$ cat src/hdl/spipc_pkg.sv
// Shared constants and types for the serial data path and pin control block.
// Assumes a 20 MHz core clock and word-aligned register slots on the bus.
package spipc_pkg;

  // Register indices; byte address is four times the index
  localparam logic [14:0] IDX_CONTROL = 15'h7041;
  localparam logic [14:0] IDX_STATUS = 15'h7042;
  localparam logic [14:0] IDX_RX_BUF = 15'h7047;
  localparam logic [14:0] IDX_SHIFT = 15'h7049;
  localparam logic [14:0] IDX_PC_SEL_CLK = 15'h704D;
  localparam logic [14:0] IDX_PC_DATA = 15'h704E;
  localparam int ADDR_W = 17;
  localparam logic [ADDR_W-1:0] ADDR_CONTROL = {IDX_CONTROL, 2'h0};
  localparam logic [ADDR_W-1:0] ADDR_STATUS = {IDX_STATUS, 2'h0};
  localparam logic [ADDR_W-1:0] ADDR_RX_BUF = {IDX_RX_BUF, 2'h0};
  localparam logic [ADDR_W-1:0] ADDR_SHIFT = {IDX_SHIFT, 2'h0};
  localparam logic [ADDR_W-1:0] ADDR_PC_SEL_CLK = {IDX_PC_SEL_CLK, 2'h0};
  localparam logic [ADDR_W-1:0] ADDR_PC_DATA = {IDX_PC_DATA, 2'h0};

  // Control register fields
  localparam int CTL_MASTER_BIT = 2;
  localparam int CTL_TRANSMIT_OUTPUT_ENABLE_BIT = 1;
  // Status register fields
  localparam int STS_DONE_BIT = 6;

  // Pin control fields, identical layout in both port registers
  localparam int PC_HI_LEVEL = 7;
  localparam int PC_HI_OUT = 6;
  localparam int PC_HI_FN = 5;
  localparam int PC_HI_DIR = 4;
  localparam int PC_LO_LEVEL = 3;
  localparam int PC_LO_OUT = 2;
  localparam int PC_LO_FN = 1;
  localparam int PC_LO_DIR = 0;
  localparam logic [7:0] PC_WRITE_MASK = 8'h77;
  localparam logic [7:0] PC_RESET = 8'h00;

  // Pin numbering
  localparam int NUM_PINS = 4;
  localparam int PIN_SEL = 0;
  localparam int PIN_CLK = 1;
  localparam int PIN_MOSI = 2;
  localparam int PIN_MISO = 3;

  // Character and timing
  localparam int CHAR_BITS = 8;
  localparam logic [3:0] LAST_BIT = 4'h7;
  localparam int CLK_PERIOD_NS = 50;
  localparam int SCLK_HALF_NS = 200;
  localparam logic [3:0] SCLK_HALF_CYC = 4'((SCLK_HALF_NS + CLK_PERIOD_NS - 1) / CLK_PERIOD_NS);

  // Bus handshake states
  typedef enum logic {
    SPIPC_BUS_IDLE,
    SPIPC_BUS_ANSWER
  } spipc_bus_state_t;

endpackage : spipc_pkg

$ cat src/hdl/spipc_top.sv
// Serial data path with pin-function control and an Avalon-MM register slave.
// Assumes one core clock; the serial clock pin is sampled, never used as a clock.
// Fixed clock scheme: idle low, sample on rising edge, shift on falling edge.
//
// Local design decision: the Avalon-MM interface to the registers.
`timescale 1ns/1ps
module spipc_top
  import spipc_pkg::*;
(
  // Clock, reset, enable
  input wire logic core_clk,
  input wire logic rst,
  input wire logic ce,
  // Avalon-MM slave
  input wire logic [ADDR_W-1:0] avs_address,
  input wire logic avs_read,
  input wire logic avs_write,
  input wire logic [31:0] avs_writedata,
  input wire logic [3:0] avs_byteenable,
  output logic [31:0] avs_readdata,
  output logic avs_waitrequest,
  // Select pin
  input wire logic sel_pin_in,
  output logic sel_pin_out,
  output logic sel_pin_oe,
  // Clock pin
  input wire logic clk_pin_in,
  output logic clk_pin_out,
  output logic clk_pin_oe,
  // Master-out pin
  input wire logic mosi_pin_in,
  output logic mosi_pin_out,
  output logic mosi_pin_oe,
  // Master-in pin
  input wire logic miso_pin_in,
  output logic miso_pin_out,
  output logic miso_pin_oe
);

  // Bus handshake
  spipc_bus_state_t bus_state_q; // Idle or answering
  logic [31:0] readdata_q; // Registered read data
  logic waitrequest_q; // High except in the answer cycle
  logic [31:0] read_mux; // Read value for the current address
  logic acc_wr; // Write takes effect this edge
  logic acc_rd; // Read completes this edge
  logic wr_lane0; // Low byte lane enabled

  // Software-visible state
  logic master_q; // Role, 1 is master
  logic transmit_output_enable_q; // Transmit output enable
  logic done_q; // Transfer-done flag
  logic [7:0] pc_sc_q; // Select and clock pin control, writable bits
  logic [7:0] pc_dt_q; // Data pin control, writable bits
  logic [7:0] rx_buf_q; // Receive buffer
  logic [7:0] shift_q; // Shift register

  // Serial engine
  logic busy_q; // Master transfer running
  logic [3:0] div_q; // Master half-period counter
  logic sclk_q; // Master serial clock level
  logic [3:0] bit_cnt_q; // Falling edges seen in this character
  logic sample_q; // Bit captured on rising edge
  logic sclk_prev_q; // Last synchronised clock pin level
  logic ev_rise; // Sample point
  logic ev_fall; // Shift point
  logic m_rise; // Master clock about to rise
  logic m_fall; // Master clock about to fall
  logic rx_bit; // Incoming data level
  logic slave_selected; // Slave takes part in the transfer
  logic load_ok; // Shift register may accept a write
  logic char_done; // Eighth shift this cycle

  // Pins
  logic [NUM_PINS-1:0] pin_raw; // Raw pin levels
  logic [NUM_PINS-1:0] pin_lvl; // Synchronised pin levels
  logic [NUM_PINS-1:0] p_ser_sel; // Serial function owns the pin
  logic [NUM_PINS-1:0] p_ser_oe; // Serial drive enable
  logic [NUM_PINS-1:0] p_ser_out; // Serial drive value
  logic [NUM_PINS-1:0] p_dir; // General-purpose direction
  logic [NUM_PINS-1:0] p_val; // General-purpose value
  logic [NUM_PINS-1:0] p_out_q; // Registered drive value
  logic [NUM_PINS-1:0] p_oe_q; // Registered drive enable

  assign pin_raw[PIN_SEL] = sel_pin_in;
  assign pin_raw[PIN_CLK] = clk_pin_in;
  assign pin_raw[PIN_MOSI] = mosi_pin_in;
  assign pin_raw[PIN_MISO] = miso_pin_in;

  // Pin levels pass two flops before any logic reads them
  spipc_sync #(
    .W(NUM_PINS)
  ) u_sync (
    .core_clk(core_clk),
    .rst(rst),
    .ce(ce),
    .async_in(pin_raw),
    .sync_out(pin_lvl)
  );

  // Access strobes, valid only while the master holds its request
  assign acc_wr = avs_write && (bus_state_q == SPIPC_BUS_ANSWER);
  assign acc_rd = avs_read && (bus_state_q == SPIPC_BUS_ANSWER);
  assign wr_lane0 = acc_wr && avs_byteenable[0];

  // Read value; live pin levels merged into bits 7 and 3
  always_comb begin
    read_mux = 32'h0000_0000;
    unique case (avs_address)
      ADDR_CONTROL: begin
        read_mux[CTL_MASTER_BIT] = master_q;
        read_mux[CTL_TRANSMIT_OUTPUT_ENABLE_BIT] = transmit_output_enable_q;
      end
      ADDR_STATUS: read_mux[STS_DONE_BIT] = done_q;
      ADDR_RX_BUF: read_mux[7:0] = rx_buf_q;
      ADDR_SHIFT: read_mux[7:0] = shift_q;
      ADDR_PC_SEL_CLK: begin
        read_mux[7:0] = pc_sc_q & PC_WRITE_MASK;
        read_mux[PC_HI_LEVEL] = pin_lvl[PIN_SEL];
        read_mux[PC_LO_LEVEL] = pin_lvl[PIN_CLK];
      end
      ADDR_PC_DATA: begin
        read_mux[7:0] = pc_dt_q & PC_WRITE_MASK;
        read_mux[PC_HI_LEVEL] = pin_lvl[PIN_MOSI];
        read_mux[PC_LO_LEVEL] = pin_lvl[PIN_MISO];
      end
      default: read_mux = 32'h0000_0000; // Unmapped reads as zero
    endcase
  end

  // Bus handshake: one wait cycle, then one answer cycle
  always_ff @(posedge core_clk) begin
    if (rst) begin
      bus_state_q <= SPIPC_BUS_IDLE;
      waitrequest_q <= 1'b1;
      readdata_q <= 32'h0000_0000;
    end else if (ce) begin
      unique case (bus_state_q)
        SPIPC_BUS_IDLE: begin
          if (avs_read || avs_write) begin
            readdata_q <= read_mux;
            waitrequest_q <= 1'b0;
            bus_state_q <= SPIPC_BUS_ANSWER;
          end
        end
        SPIPC_BUS_ANSWER: begin
          // Back to idle so a released request is never answered twice
          waitrequest_q <= 1'b1;
          bus_state_q <= SPIPC_BUS_IDLE;
        end
      endcase
    end
  end

  assign avs_readdata = readdata_q;
  assign avs_waitrequest = waitrequest_q;

  // Role and transmit enable; reset leaves a silent slave
  always_ff @(posedge core_clk) begin
    if (rst) begin
      master_q <= 1'b0;
      transmit_output_enable_q <= 1'b0;
    end else if (ce && wr_lane0 && avs_address == ADDR_CONTROL) begin
      master_q <= avs_writedata[CTL_MASTER_BIT];
      transmit_output_enable_q <= avs_writedata[CTL_TRANSMIT_OUTPUT_ENABLE_BIT];
    end
  end

  // Pin control; level bits are never stored, so writes to them vanish
  always_ff @(posedge core_clk) begin
    if (rst) begin
      pc_sc_q <= PC_RESET;
      pc_dt_q <= PC_RESET;
    end else if (ce && wr_lane0) begin
      if (avs_address == ADDR_PC_SEL_CLK) begin
        pc_sc_q <= avs_writedata[7:0] & PC_WRITE_MASK;
      end
      if (avs_address == ADDR_PC_DATA) begin
        pc_dt_q <= avs_writedata[7:0] & PC_WRITE_MASK;
      end
    end
  end

  // Slave takes part when select is unused or held low
  assign slave_selected = !pc_sc_q[PC_HI_FN] || !pin_lvl[PIN_SEL];

  // Master sees the master-in pin, slave the master-out pin, whatever their function
  assign rx_bit = master_q ? pin_lvl[PIN_MISO] : pin_lvl[PIN_MOSI];

  // Master clock edges fall due at the end of each half period
  assign m_rise = busy_q && (div_q == SCLK_HALF_CYC - 4'h1) && !sclk_q;
  assign m_fall = busy_q && (div_q == SCLK_HALF_CYC - 4'h1) && sclk_q;

  // Unified edge events for both roles
  assign ev_rise = master_q ? m_rise : (slave_selected && pin_lvl[PIN_CLK] && !sclk_prev_q);
  assign ev_fall = master_q ? m_fall : (slave_selected && !pin_lvl[PIN_CLK] && sclk_prev_q);
  assign char_done = ev_fall && (bit_cnt_q == LAST_BIT);

  // Writes mid-character are dropped so a frame is never torn
  assign load_ok = !busy_q && (bit_cnt_q == 4'h0) && !ev_fall;

  // Master transfer control and clock generator
  always_ff @(posedge core_clk) begin
    if (rst) begin
      busy_q <= 1'b0;
      div_q <= 4'h0;
      sclk_q <= 1'b0;
    end else if (ce) begin
      if (!busy_q) begin
        div_q <= 4'h0;
        sclk_q <= 1'b0;
        if (master_q && wr_lane0 && avs_address == ADDR_SHIFT && load_ok) begin
          busy_q <= 1'b1;
        end
      end else if (div_q == SCLK_HALF_CYC - 4'h1) begin
        div_q <= 4'h0;
        sclk_q <= !sclk_q;
        if (char_done) begin
          busy_q <= 1'b0;
        end
      end else begin
        div_q <= div_q + 4'h1;
      end
    end
  end

  // Edge detector history for the synchronised clock pin
  always_ff @(posedge core_clk) begin
    if (rst) begin
      sclk_prev_q <= 1'b0;
    end else if (ce) begin
      sclk_prev_q <= pin_lvl[PIN_CLK];
    end
  end

  // Sample on the rising edge
  always_ff @(posedge core_clk) begin
    if (rst) begin
      sample_q <= 1'b0;
    end else if (ce && ev_rise) begin
      sample_q <= rx_bit;
    end
  end

  // Shift register: load on write, shift MSB out and LSB in on falling edge
  always_ff @(posedge core_clk) begin
    if (rst) begin
      shift_q <= 8'h00;
      bit_cnt_q <= 4'h0;
    end else if (ce) begin
      if (ev_fall) begin
        shift_q <= {shift_q[CHAR_BITS-2:0], sample_q};
        bit_cnt_q <= char_done ? 4'h0 : bit_cnt_q + 4'h1;
      end else if (wr_lane0 && avs_address == ADDR_SHIFT && load_ok) begin
        shift_q <= avs_writedata[7:0];
      end
    end
  end

  // Completed character lands right justified in the buffer
  always_ff @(posedge core_clk) begin
    if (rst) begin
      rx_buf_q <= 8'h00;
    end else if (ce && char_done) begin
      rx_buf_q <= {shift_q[CHAR_BITS-2:0], sample_q};
    end
  end

  // Done flag: a new character wins over a simultaneous buffer read
  always_ff @(posedge core_clk) begin
    if (rst) begin
      done_q <= 1'b0;
    end else if (ce) begin
      if (char_done) begin
        done_q <= 1'b1;
      end else if (acc_rd && avs_address == ADDR_RX_BUF) begin
        done_q <= 1'b0;
      end
    end
  end

  // Pin function resolution, select pin
  always_comb begin
    // Master ignores the function bit; slave module select is never driven
    p_ser_sel[PIN_SEL] = !master_q && pc_sc_q[PC_HI_FN];
    p_ser_oe[PIN_SEL] = 1'b0;
    p_ser_out[PIN_SEL] = 1'b0;
    p_dir[PIN_SEL] = pc_sc_q[PC_HI_DIR];
    p_val[PIN_SEL] = pc_sc_q[PC_HI_OUT];
    // Clock pin: driven only by the master in serial function
    p_ser_sel[PIN_CLK] = pc_sc_q[PC_LO_FN];
    p_ser_oe[PIN_CLK] = master_q;
    p_ser_out[PIN_CLK] = sclk_q;
    p_dir[PIN_CLK] = pc_sc_q[PC_LO_DIR];
    p_val[PIN_CLK] = pc_sc_q[PC_LO_OUT];
    // Master-out pin: master drives data whenever transmit output enable is set, idle or not
    p_ser_sel[PIN_MOSI] = pc_dt_q[PC_HI_FN];
    p_ser_oe[PIN_MOSI] = master_q && transmit_output_enable_q;
    p_ser_out[PIN_MOSI] = shift_q[CHAR_BITS-1];
    p_dir[PIN_MOSI] = pc_dt_q[PC_HI_DIR];
    p_val[PIN_MOSI] = pc_dt_q[PC_HI_OUT];
    // Master-in pin: selected slave drives data while talking
    p_ser_sel[PIN_MISO] = pc_dt_q[PC_LO_FN];
    p_ser_oe[PIN_MISO] = !master_q && transmit_output_enable_q && slave_selected;
    p_ser_out[PIN_MISO] = shift_q[CHAR_BITS-1];
    p_dir[PIN_MISO] = pc_dt_q[PC_LO_DIR];
    p_val[PIN_MISO] = pc_dt_q[PC_LO_OUT];
  end

  // One registered driver per pin
  genvar gp;
  generate
    for (gp = 0; gp < NUM_PINS; gp++) begin : g_pin
      spipc_pin_cell u_cell (
        .core_clk(core_clk),
        .rst(rst),
        .ce(ce),
        .serial_sel(p_ser_sel[gp]),
        .ser_oe(p_ser_oe[gp]),
        .ser_out(p_ser_out[gp]),
        .gpio_dir(p_dir[gp]),
        .gpio_out(p_val[gp]),
        .pin_out_q(p_out_q[gp]),
        .pin_oe_q(p_oe_q[gp])
      );
    end
  endgenerate

  assign sel_pin_out = p_out_q[PIN_SEL];
  assign sel_pin_oe = p_oe_q[PIN_SEL];
  assign clk_pin_out = p_out_q[PIN_CLK];
  assign clk_pin_oe = p_oe_q[PIN_CLK];
  assign mosi_pin_out = p_out_q[PIN_MOSI];
  assign mosi_pin_oe = p_oe_q[PIN_MOSI];
  assign miso_pin_out = p_out_q[PIN_MISO];
  assign miso_pin_oe = p_oe_q[PIN_MISO];

endmodule : spipc_top

$ cat src/hdl/spipc_sync.sv
// Two-flop synchroniser for the pin inputs.
// Assumes each bit is an independent level from outside the core clock domain.
`timescale 1ns/1ps
module spipc_sync
  import spipc_pkg::*;
#(
  parameter int W = NUM_PINS
) (
  // Clock, reset, enable
  input wire logic core_clk,
  input wire logic rst,
  input wire logic ce,
  // Levels
  input wire logic [W-1:0] async_in,
  output logic [W-1:0] sync_out
);

  logic [W-1:0] meta_q; // First stage, read only by second stage

  // One two-stage chain per bit
  genvar gi;
  generate
    for (gi = 0; gi < W; gi++) begin : g_bit
      always_ff @(posedge core_clk) begin
        if (rst) begin
          meta_q[gi] <= 1'b0;
          sync_out[gi] <= 1'b0;
        end else if (ce) begin
          meta_q[gi] <= async_in[gi];
          sync_out[gi] <= meta_q[gi];
        end
      end
    end
  endgenerate

endmodule : spipc_sync

$ cat src/hdl/spipc_pin_cell.sv
// One pin driver: chooses serial function or general-purpose I/O.
// Assumes the caller has already resolved which function owns the pin.
`timescale 1ns/1ps
module spipc_pin_cell
  import spipc_pkg::*;
(
  // Clock, reset, enable
  input wire logic core_clk,
  input wire logic rst,
  input wire logic ce,
  // Function select
  input wire logic serial_sel,
  input wire logic ser_oe,
  input wire logic ser_out,
  // General-purpose settings
  input wire logic gpio_dir,
  input wire logic gpio_out,
  // Pin drive
  output logic pin_out_q,
  output logic pin_oe_q
);

  // Registered so the pin drive never glitches on mux changes
  always_ff @(posedge core_clk) begin
    if (rst) begin
      pin_out_q <= 1'b0;
      pin_oe_q <= 1'b0;
    end else if (ce) begin
      if (serial_sel) begin
        pin_out_q <= ser_out;
        pin_oe_q <= ser_oe;
      end else begin
        pin_out_q <= gpio_out;
        pin_oe_q <= gpio_dir;
      end
    end
  end

endmodule : spipc_pin_cell

$ cat config.mk
export PLATFORM = sky130hd
export DESIGN_NAME = spipc_top
export DESIGN_NICKNAME = d
export VERILOG_FILES = /design/src/hdl/spipc_pkg.sv /design/src/hdl/spipc_top.sv /design/src/hdl/spipc_sync.sv /design/src/hdl/spipc_pin_cell.sv
export SDC_FILE = /design/constraint.sdc
export NUM_CORES = 1
export LEC_CHECK = 0
export ABC_CLOCK_PERIOD_IN_PS = 2350
export BUFFER_PORTS_ARGS = -buffer_cell sky130_fd_sc_hd__buf_2
export CORE_UTILIZATION = 40
export DETAILED_ROUTE_END_ITERATION = 7
export PLACE_DENSITY = 0.67
export SLEW_MARGIN = 20
export SYNTH_ARGS = -nofsm -noshare
export SYNTH_HDL_FRONTEND = slang
export SYNTH_SLANG_ARGS = --single-unit
$ cat constraint.sdc
create_clock -name core_clk -period 2.35 [get_ports core_clk]
set_input_delay 0.3525 -clock core_clk [delete_from_list [all_inputs] [get_ports core_clk]]
set_output_delay 0.3525 -clock core_clk [all_outputs]
set_load 0.02 [all_outputs]
## After elaboration in Yosys (flattened, before gate mapping)

Index checks and enable logic that the tools add are counted.

| cells by class | value |
|---|---|
| bitwise gates (word level) | 1 |
| divide/modulo/power cells | 0 |
| mux-type cells | 33 |
| add/sub/neg operators | 2 |
| magnitude comparators | 0 |
| multipliers | 0 |
| reductions and logical operators | 48 |
| equality and inequality tests | 10 |
| shift-type cells | 0 |

Operators with widths:

| operator | number |
|---|---|
| $eq A17 B17 Y1 const B | 6 |
| $logic_and A1 B1 Y1 | 27 |
| $mux W1 | 21 |
| $mux W8 | 2 |
| $reduce_and A2 Y1 | 7 |
| $mux W4 | 3 |
| $pmux W3 S4 | 1 |
| $pmux W2 S5 | 1 |
| $add A4 B1 Y4 const B | 2 |
| $logic_not A1 Y1 | 8 |
| $pmux W1 S4 | 2 |
| $pmux W1 S5 | 1 |
| $eq A4 B2 Y1 const B | 1 |
| $eq A4 B3 Y1 const B | 1 |
| $logic_not A4 Y1 | 1 |
| $pmux W1 S2 | 2 |
| $reduce_bool A2 Y1 | 2 |
| $reduce_and A3 Y1 | 1 |
| $logic_or A1 B1 Y1 | 2 |
| $ne A2 B1 Y1 const B | 1 |
| $ne A2 B2 Y1 const B | 1 |
| $not A1 Y1 | 1 |

| storage, ports and cells | value |
|---|---|
| memories | 0 |
| output and inout port bits | 41 |
| logic and storage cells | 126 |
| bits in latches | 0 |
| bits in registers | 69 |
| ROM bits | 0 |
| memory bits (writable) | 0 |
| bits of input ports | 62 |

## Depth between registers and ports, before layout

Gate-level depths: netlist (run 1).

| depth | value |
|---|---|
| depth after elaboration | 10 |
| gate-level depth with buffers | 8 |
| mapped depth without buffers | 7 |

## Modules after synthesis

Synthesis (run 1) repeated with hierarchy kept, for this count alone.

| unflattened totals | value |
|---|---|
| cells, all modules | 371 |
| area total of the unflattened synthesis | 3505.9 um^2 |

By module, submodules not included:

| module | instances | sequential area each (um^2) | area an instance (um^2) | cells an instance |
|---|---|---|---|---|
| spipc_top | 1 | 1061.0 | 2890.3 | 313 |
| spipc_pin_cell | 4 | 40.0 | 82.6 | 8 |
| spipc_sync | 1 | 160.2 | 285.3 | 26 |

## Worst setup path before layout (run 1)

Ideal clock, no wire load.

| path | value |
|---|---|
| path type | register to register |
| start point | reg bit_cnt_q[0] |
| end point | reg shift_q[0] |
| setup time | 124 ps |
| clock period less this slack | 2167 ps |
| data required time | 2226 ps |
| stages on the path, launching flop included | 9 |
| path slack | 183 ps |
| data arrival time | 2043 ps |
| buffers on the path | 1 |
| cell sequence | dfxtp_1 > inv_1 > ha_1 > or4b_1 > or3_4 > nor4_4 > or2_1 > buf_6 > a21oi_1 |

| between the ends | value |
|---|---|
| longest elaborated chain between the ends | 6 |

Ends and longest elaborated chain:

| what | line | text |
|---|---|---|
| start: declaration | spipc_top.sv:62 | `logic [3:0] bit_cnt_q;` |
| start signal: assignment | spipc_top.sv:253 | `bit_cnt_q <= char_done ? 4'h0 : bit_cnt_q + 4'h1;` |
| $logic_not A4 Y1 | spipc_top.sv:200 | `assign load_ok = !busy_q && (bit_cnt_q == 4'h0) && !ev_fall;` |
| $logic_and A1 B1 Y1 (2 in a row) | spipc_top.sv:200 |  |
| $logic_and A1 B1 Y1 | spipc_top.sv:254 | `end else if (wr_lane0 && avs_address == ADDR_SHIFT && load_ok) begin` |
| $reduce_bool A2 Y1 (no line) | - |  |
| $reduce_and A2 Y1 (no line) | - |  |
| end signal: assignment | spipc_top.sv:252 | `shift_q <= {shift_q[CHAR_BITS-2:0], sample_q};` |
| end signal: assignment | spipc_top.sv:255 | `shift_q <= avs_writedata[7:0];` |
| end: declaration | spipc_top.sv:56 | `logic [7:0] shift_q;` |

Every way passes these cells.
A chain may end at the register's enable or synchronous reset.

## Worst setup path after layout (run 1)

| path | value |
|---|---|
| start point | reg bit_cnt_q[0] |
| end point | reg shift_q[5] |

Same word-level chain as after synthesis.

==> results of run 1 <==
[kinds of logic after synthesis]
group | count (synthesis) | synth area share
other | 1 | 0.00111
xor gates and xnor gates | 5 | 0.0130
and+or+nand+nor | 132 | 0.208
muxes | 44 | 0.131
DFF | 69 | 0.409
adders and majority gates | 3 | 0.0111
AOI/OAI and AO/OA | 69 | 0.143
buffers and inverters | 50 | 0.0847
[worst paths after layout]
check / start / to / slack [ps] / depth (start not counted)
max: bit_cnt_q[0]$_SDFFE_PP0P_ / shift_q[5]$_SDFFE_PP0P_ / 120 / 7
min: mosi_pin_in / u_sync.meta_q[2]$_SDFFE_PP0P_ / 240 / 3
min reg2reg: avs_readdata[5]$_SDFFE_PP0P_ / avs_readdata[5]$_SDFFE_PP0P_ / 460 / 2
max reg2reg: bit_cnt_q[0]$_SDFFE_PP0P_ / shift_q[5]$_SDFFE_PP0P_ / 120 / 7
[layer usage]
layer | vias to the layer above | global-route usage
met5 | - | 0
met2 | 116 | 0.307
li1 | 1412 | -
met3 | 14 | 0.0469
met4 | 0 | 0.0910
met1 | 1378 | 0.265
[placed cells by master (no fill, tap or decap), drive strengths merged, types with 5 or more instances in the layout]
master  instances
dfxtp          69
o21ai          10
buf            67
conb           24
o31ai           8
mux2i          43
nand3          22
nand2          22
nand4           5
nor4            5
a21oi          23
nor2           49
clkbuf         11
a211oi          6
inv             6
a221oi          5
[metrics by stage]
stage	power, mW	area, sq um
3_5_place_dp	1.43	3710
2_1_floorplan	1.38	3470
5_1_grt	2.72	3970
4_1_cts	2.64	3970
3_3_place_gp	1.42	3710
6_report	2.63	3970
[state kept, by name, summed over array words and instances, names as in the netlist, 4 cells and up]
register	count
avs_readdata	8
rx_buf_q	8
shift_q	8
pc_dt_q	6
pc_sc_q	6
bit_cnt_q	4
div_q	4
g_pin.u_cell.pin_oe_q	4
g_pin.u_cell.pin_out_q	4
u_sync.meta_q	4
u_sync.sync_out	4
[synth_stat cells, drive strengths merged, types with 2 or more instances]
library cell / instances
a211oi: 6
ha: 3
nor4: 5
nor3b: 2
nand2b: 3
buf: 28
a222oi: 2
clkbuf: 15
nor2: 49
nor4b: 3
nand3: 22
or3b: 3
o21ai: 10
o21a: 2
inv: 6
mux2i: 43
a21oi: 23
o31ai: 8
nand4: 5
and2: 4
or3: 2
dfxtp: 69
a32oi: 4
nand2: 22
xor2: 4
a221oi: 5
[final cells by class]
class / count / area, sq um / share of cell area
multi-input cells: 277 / 1800 / 0.453
clock buffers: 11 / 151 / 0.0381
repair buffers: 67 / 375 / 0.0945
well taps: 105 / 131 / 0.0331
clock inverters: 5 / 106 / 0.0268
inverters: 7 / 26.3 / 0.00662
flip-flops and latches: 69 / 1380 / 0.348
[power groups by stage]
stage | Sequential (mW) | Combinational (mW) | Clock (mW)
final | 1.20 | 0.200 | 1.22
after global routing | 1.20 | 0.220 | 1.29
after CTS | 1.20 | 0.200 | 1.23
after detailed placement | 1.23 | 0.199 | 0
after global placement | 1.23 | 0.196 | 0
after floorplan | 1.24 | 0.147 | 0
[critical path: stages (launching register included)]
cell and delay [ps]:
dfxtp_1 350, inv_1 70, ha_1 130, or4b_1 440, or3_4 410, nor4_4 230
or2_1 340, a21oi_1 120
==> results.md, run 1 <==
- Status: finished clean
- Met3 Wirelength: 609 microns
- Pwr dens: 661 nW/um^2
- CTS tree: built
- H-tree depth: 3
- Setup crit end kind: flop
- Clk sinks: 69
- Max cap viols: 0
- Slew HR: 0.597
- Root Driver: clkbuf_8
- Global-route wire length before repair: 13.3 mm
- Die span in x: 93.9 microns
- Core area: 8220 sq um
- Asr flop ratio synth: 0
- Sw Pwr: 0.608 mW
- WL met1: 3.88 mm
- Layout Utilization: 0.483
- Setup Slack @ Placement: 91.2 ps
- Port buffer count: 51
- Flop pwr share: 0.458
- # DRC: 0
- HPWL Detailed: 6.22 mm
- Yosys top cell area share: 0.409
- Gate power share: 0.076
- Tot GR Track Use: 0.200
- Layout cell share with drive strength beyond 1: 0.218
- Max Clock Freq: 448 MHz
- Post-synth top area cell: dfxtp_1
- Syn avg cell area: 9.06 sq um
- Diode count: 0
- Hold-fix buffers at CTS: 0
- Crit path launch type: flop
- Top fanout value on the critical path: 8
- Clock latency on the worst-skew pair: 350 ps
- Switching share of power: 0.231
- Clock power frac: 0.466
- Row count: 33
- Routed vias: 2920
- Cells after synthesis: 373
- Initial Utilization: 0.411
- Vias in the first global route: 2647
- Flops & latches, synth: 69
- Ports: 103
- Grt total ovfl: 0
- DRT iter0 DRCs: 176
- Nets: 496
- Primary FF master, synth: dfxtp_1
- Fin cells: 541
- DRT antenna net count: 0
- Post-layout min period: 2230 ps
- Post-synth EDFFs: 0
- Final Setup Violations: 0
- Worst clock skew: 5.87 ps
- Sequential-to-total area share from yosys stat: 0.409
- Period utilization: 0.950
- Number of failing hold endpoints at the final stage: 0
- Die Y: 93.9 microns
- CP arrival: 2450 ps
- WHS: 240 ps
- Distinct cells, synth: 59
- Post_cts resized: 0
- Routed vias/inst: 5.40
- RSZ-0062 raised after global routing: false
- Cells after DPL: 525
- Pleak: 1.65 nW
- Drt total wl: 8.38 mm
- Final setup margin: 118 ps
- Die area: 8820 sq um
- Initial antenna violation count: 0
- TritonCTS Buffers: 9
- Worst min-delay path category: input pin to flop
- Critical Path RT: 2570 ps
- Actual slew at the worst max-slew pin: 599 ps
- Gpl congestion: 0.966
- Yosys warnings: 0
- CTS clk-pin slew, worst paths: 70 ps
- Post-CTS Setup Inserts: 0
- Post-DR wirelength/cell: 15.5 microns
- Highest routing layer actually used: met4
- DR pass1 iterations: 5
- Dominant cells by area after synthesis: dfxtp_1 41%, mux2i_1 13%, nor2_1 5.4%, buf_4 5.3%, a21oi_1 3.3%
- Max Root-Sink Buffers: 2
- Largest net degree at the start of global routing: 46
- Critical setup path kind: flop to flop
- DR WL met2: 3.70 mm
- Final max-slew violation count: 0
- Max VDD drop: 0.287 mV
- Int Pwr: 2.02 mW
- Fillcell total: 788
- Post-Syn Area: 3380 sq um
- Synth-to-Final Area Change: 17.5%
- Fin Setup TNS: 0 ps
Power figures use the tool's default switching activity.
==> run 2: changes to the inputs <==
- RECOVER_POWER: unset -> 50
==> run 2 against run 1 <==
- clock-buffer cell count unchanged
- clock skew barely moved
- final cell count unchanged
- die area unchanged
- sequential power is essentially flat
- first-iteration DRC count is 18% higher
- fmax is 0.36% higher
- final area shrank 0.69%
- hold slack improved by 0.55 ps
- flip-flop and latch count stayed put
- highest routed layer unchanged
==> results.md, run 2 (same netlist as run 1, synthesis figures left out) <==
- Max cap viols: 0 (unchanged)
- Worst clock skew: 5.90 ps (+0.0345 ps)
- Status: finished clean
- Worst reg2reg path endpoint: shift_q[5]$_SDFFE_PP0P_
- WHS Endpoint: u_sync.meta_q[2]$_SDFFE_PP0P_
- Grt total ovfl: 0 (unchanged)
- Most common cell after layout, fill and taps aside: dfxtp_1
- CP max stage delay: 440 ps (about the same)
- TritonCTS Buffers: 9 (unchanged)
- Post-route design area: 3940 sq um (-0.69%)
- Row count: 33 (unchanged)
- CP arrival: 2440 ps (about the same)
- Max VDD drop: 0.287 mV (about the same)
- Max Clock Freq: 450 MHz (+0.36%)
- Routed vias/inst: 5.41 (+0.21%)
- Post-layout min period: 2220 ps (-8.00 ps)
- CTS tree: built
- Global-route wire length before repair: 13.3 mm (unchanged)
- Final max-slew violation count: 0 (unchanged)
- H-tree depth: 3 (unchanged)
- CTS clk-pin slew, worst paths: 70 ps (about the same)
- Port buffer count: 51 (unchanged)
- Gpl congestion: 0.966 (unchanged)
- Die span in x: 93.9 microns (unchanged)
- Initial Utilization: 0.411 (unchanged)
- Die area: 8820 sq um (unchanged)
- DRT iter0 DRCs: 207 (+18%)
- HPWL Detailed: 6.22 mm (unchanged)
- Pwr dens: 665 nW/um^2 (+0.62%)
- Placed Area: 3710 sq um (unchanged)
- R2r setup slk: 130 ps (about the same)
- Hold-fix buffers at CTS: 0 (unchanged)
- Layout cell share with drive strength beyond 1: 0.177 (-0.0413)
- Hold path cells: 3 (unchanged)
- Worst min-delay path category: input pin to flop
- Ports: 103 (unchanged)
- Pleak: 1.57 nW (-4.4%)
- Routed vias: 2926 (+0.21%)
- Worst r2r src: bit_cnt_q[0]$_SDFFE_PP0P_
- Diode count: 0 (unchanged)
- Initial antenna violation count: 0 (unchanged)
- Post-CTS Setup Inserts: 0 (unchanged)
- Clk sinks: 69 (unchanged)
- Worst path slowest cell: or4b_1
- Number of failing hold endpoints at the final stage: 0 (unchanged)
- Drt total wl: 8.37 mm (about the same)
- # DRC: 0 (unchanged)
- RSZ-0062 raised after global routing: false
- DR pass1 iterations: 4 (-1)
- Crit path launch type: flop
- Vias in the first global route: 2647 (unchanged)
- CP Cell Sequence: inv_1 > ha_1 > or4b_1 > or3_4 > nor4_4 > or2_1 > a21oi_1
- Commonest cells after routing, fill and taps aside: 69 x dfxtp_1, 49 x nor2_1, 43 x mux2i_1, 33 x buf_2, 24 x conb_1
- Reg2reg path depth: 7 (unchanged)
- Final Setup Violations: 0 (unchanged)
- Slew HR: 0.384 (-0.212)
- Crit-path leading delay family: simple AND/OR/NAND/NOR gates
- Tot GR Track Use: 0.200 (unchanged)
- Root Driver: clkbuf_8
- Core area: 8220 sq um (unchanged)
- Critical Path RT: 2570 ps (about the same)
- Max Root-Sink Buffers: 2 (unchanged)
- Post_cts resized: 0 (unchanged)
- Critical setup path kind: flop to flop
- Top fanout value on the critical path: 8 (unchanged)
- Setup crit end kind: flop
- Nets: 496 (unchanged)
- Actual slew at the worst max-slew pin: 923 ps (+324 ps)
- Clock latency on the worst-skew pair: 350 ps (about the same)
- Period utilization: 0.946 (-0.00341)
- Crit path buffers/inverters: 1 (unchanged)
- Hold Startpoint: mosi_pin_in
- Post-DR wirelength/cell: 15.5 microns (about the same)
- Fin Setup TNS: 0 ps (unchanged)
- Die Y: 93.9 microns (unchanged)
- Synth-to-Final Area Change: 16.7%
- Design Power: 2.62 mW (about the same)
- Largest net degree at the start of global routing: 46 (unchanged)
- DRT antenna net count: 0 (unchanged)
==> run 2: cell types whose count changed in the layout (fill, tap and decap cells not counted) <==
cell | previous run | this run
clkbuf_1 | 0 | 18
buf_4 | 16 | 14
clkbuf_2 | 0 | 2
buf_2 | 51 | 33
==> run 2: per-layer routing <==
| metal | up-vias | part of all wire | GRT usage |
|---|---|---|---|
| met5 | - | 0 | 0 |
| met4 | 0 | 0.024 | 0.0910 |
| met3 | 16 | 0.064 | 0.0469 |
| met2 | 111 | 0.44 | 0.307 |
| met1 | 1379 | 0.48 | 0.265 |
| li1 | 1420 | - | - |
==> run 2: how the worst max path moves through the flow <==
stage / startpoint / endpoint / depth (start not counted) / slack [ps]
after floorplan: bit_cnt_q[0]$_SDFFE_PP0P_ / shift_q[0]$_SDFFE_PP0P_ / 8 / 180
after global placement: avs_address[10] / avs_readdata[7]$_SDFFE_PP0P_ / 7 / 150
after detailed placement: avs_address[10] / avs_readdata[4]$_SDFFE_PP0P_ / 7 / 90
after CTS: bit_cnt_q[0]$_SDFFE_PP0P_ / shift_q[5]$_SDFFE_PP0P_ / 7 / 100
after global routing: bit_cnt_q[0]$_SDFFE_PP0P_ / shift_q[5]$_SDFFE_PP0P_ / 7 / 10
final: bit_cnt_q[0]$_SDFFE_PP0P_ / shift_q[5]$_SDFFE_PP0P_ / 7 / 130
==> run 2: metrics by stage <==
step	setup slack, ps	instances	utilization	hold slack, ps
after CTS	97.4	541	0.483	236
after global placement	146	525	0.452	434
final	126	541	0.480	241
after detailed placement	91.2	525	0.452	446
after floorplan	183	396	-	454
after global routing	9.55	541	0.480	234
==> run 2: final cells by class <==
type,instances,area [sq um]
sequential,69,1380
multi-input combinational,277,1800
clock buffer,11,151
timing repair buffer,67,348
clock inverter,5,106
tap,105,131
inverter,7,26.3
fill,793,4270
==> run 2: report_power, final <==
| part | switching, mW | leakage [nW] | internal, mW |
|---|---|---|---|
| clock network | 0.460 | 0.126 | 0.765 |
| registers | 0.0145 | 0.559 | 1.19 |
| logic | 0.134 | 0.888 | 0.0626 |
==> run 2: worst register-to-register path: stages, from the launching register on <==
cell     delay (ps)
dfxtp_1         350
inv_1            70
ha_1            130
or4b_1          440
or3_4           410
nor4_4          230
or2_1           340
a21oi_1         130
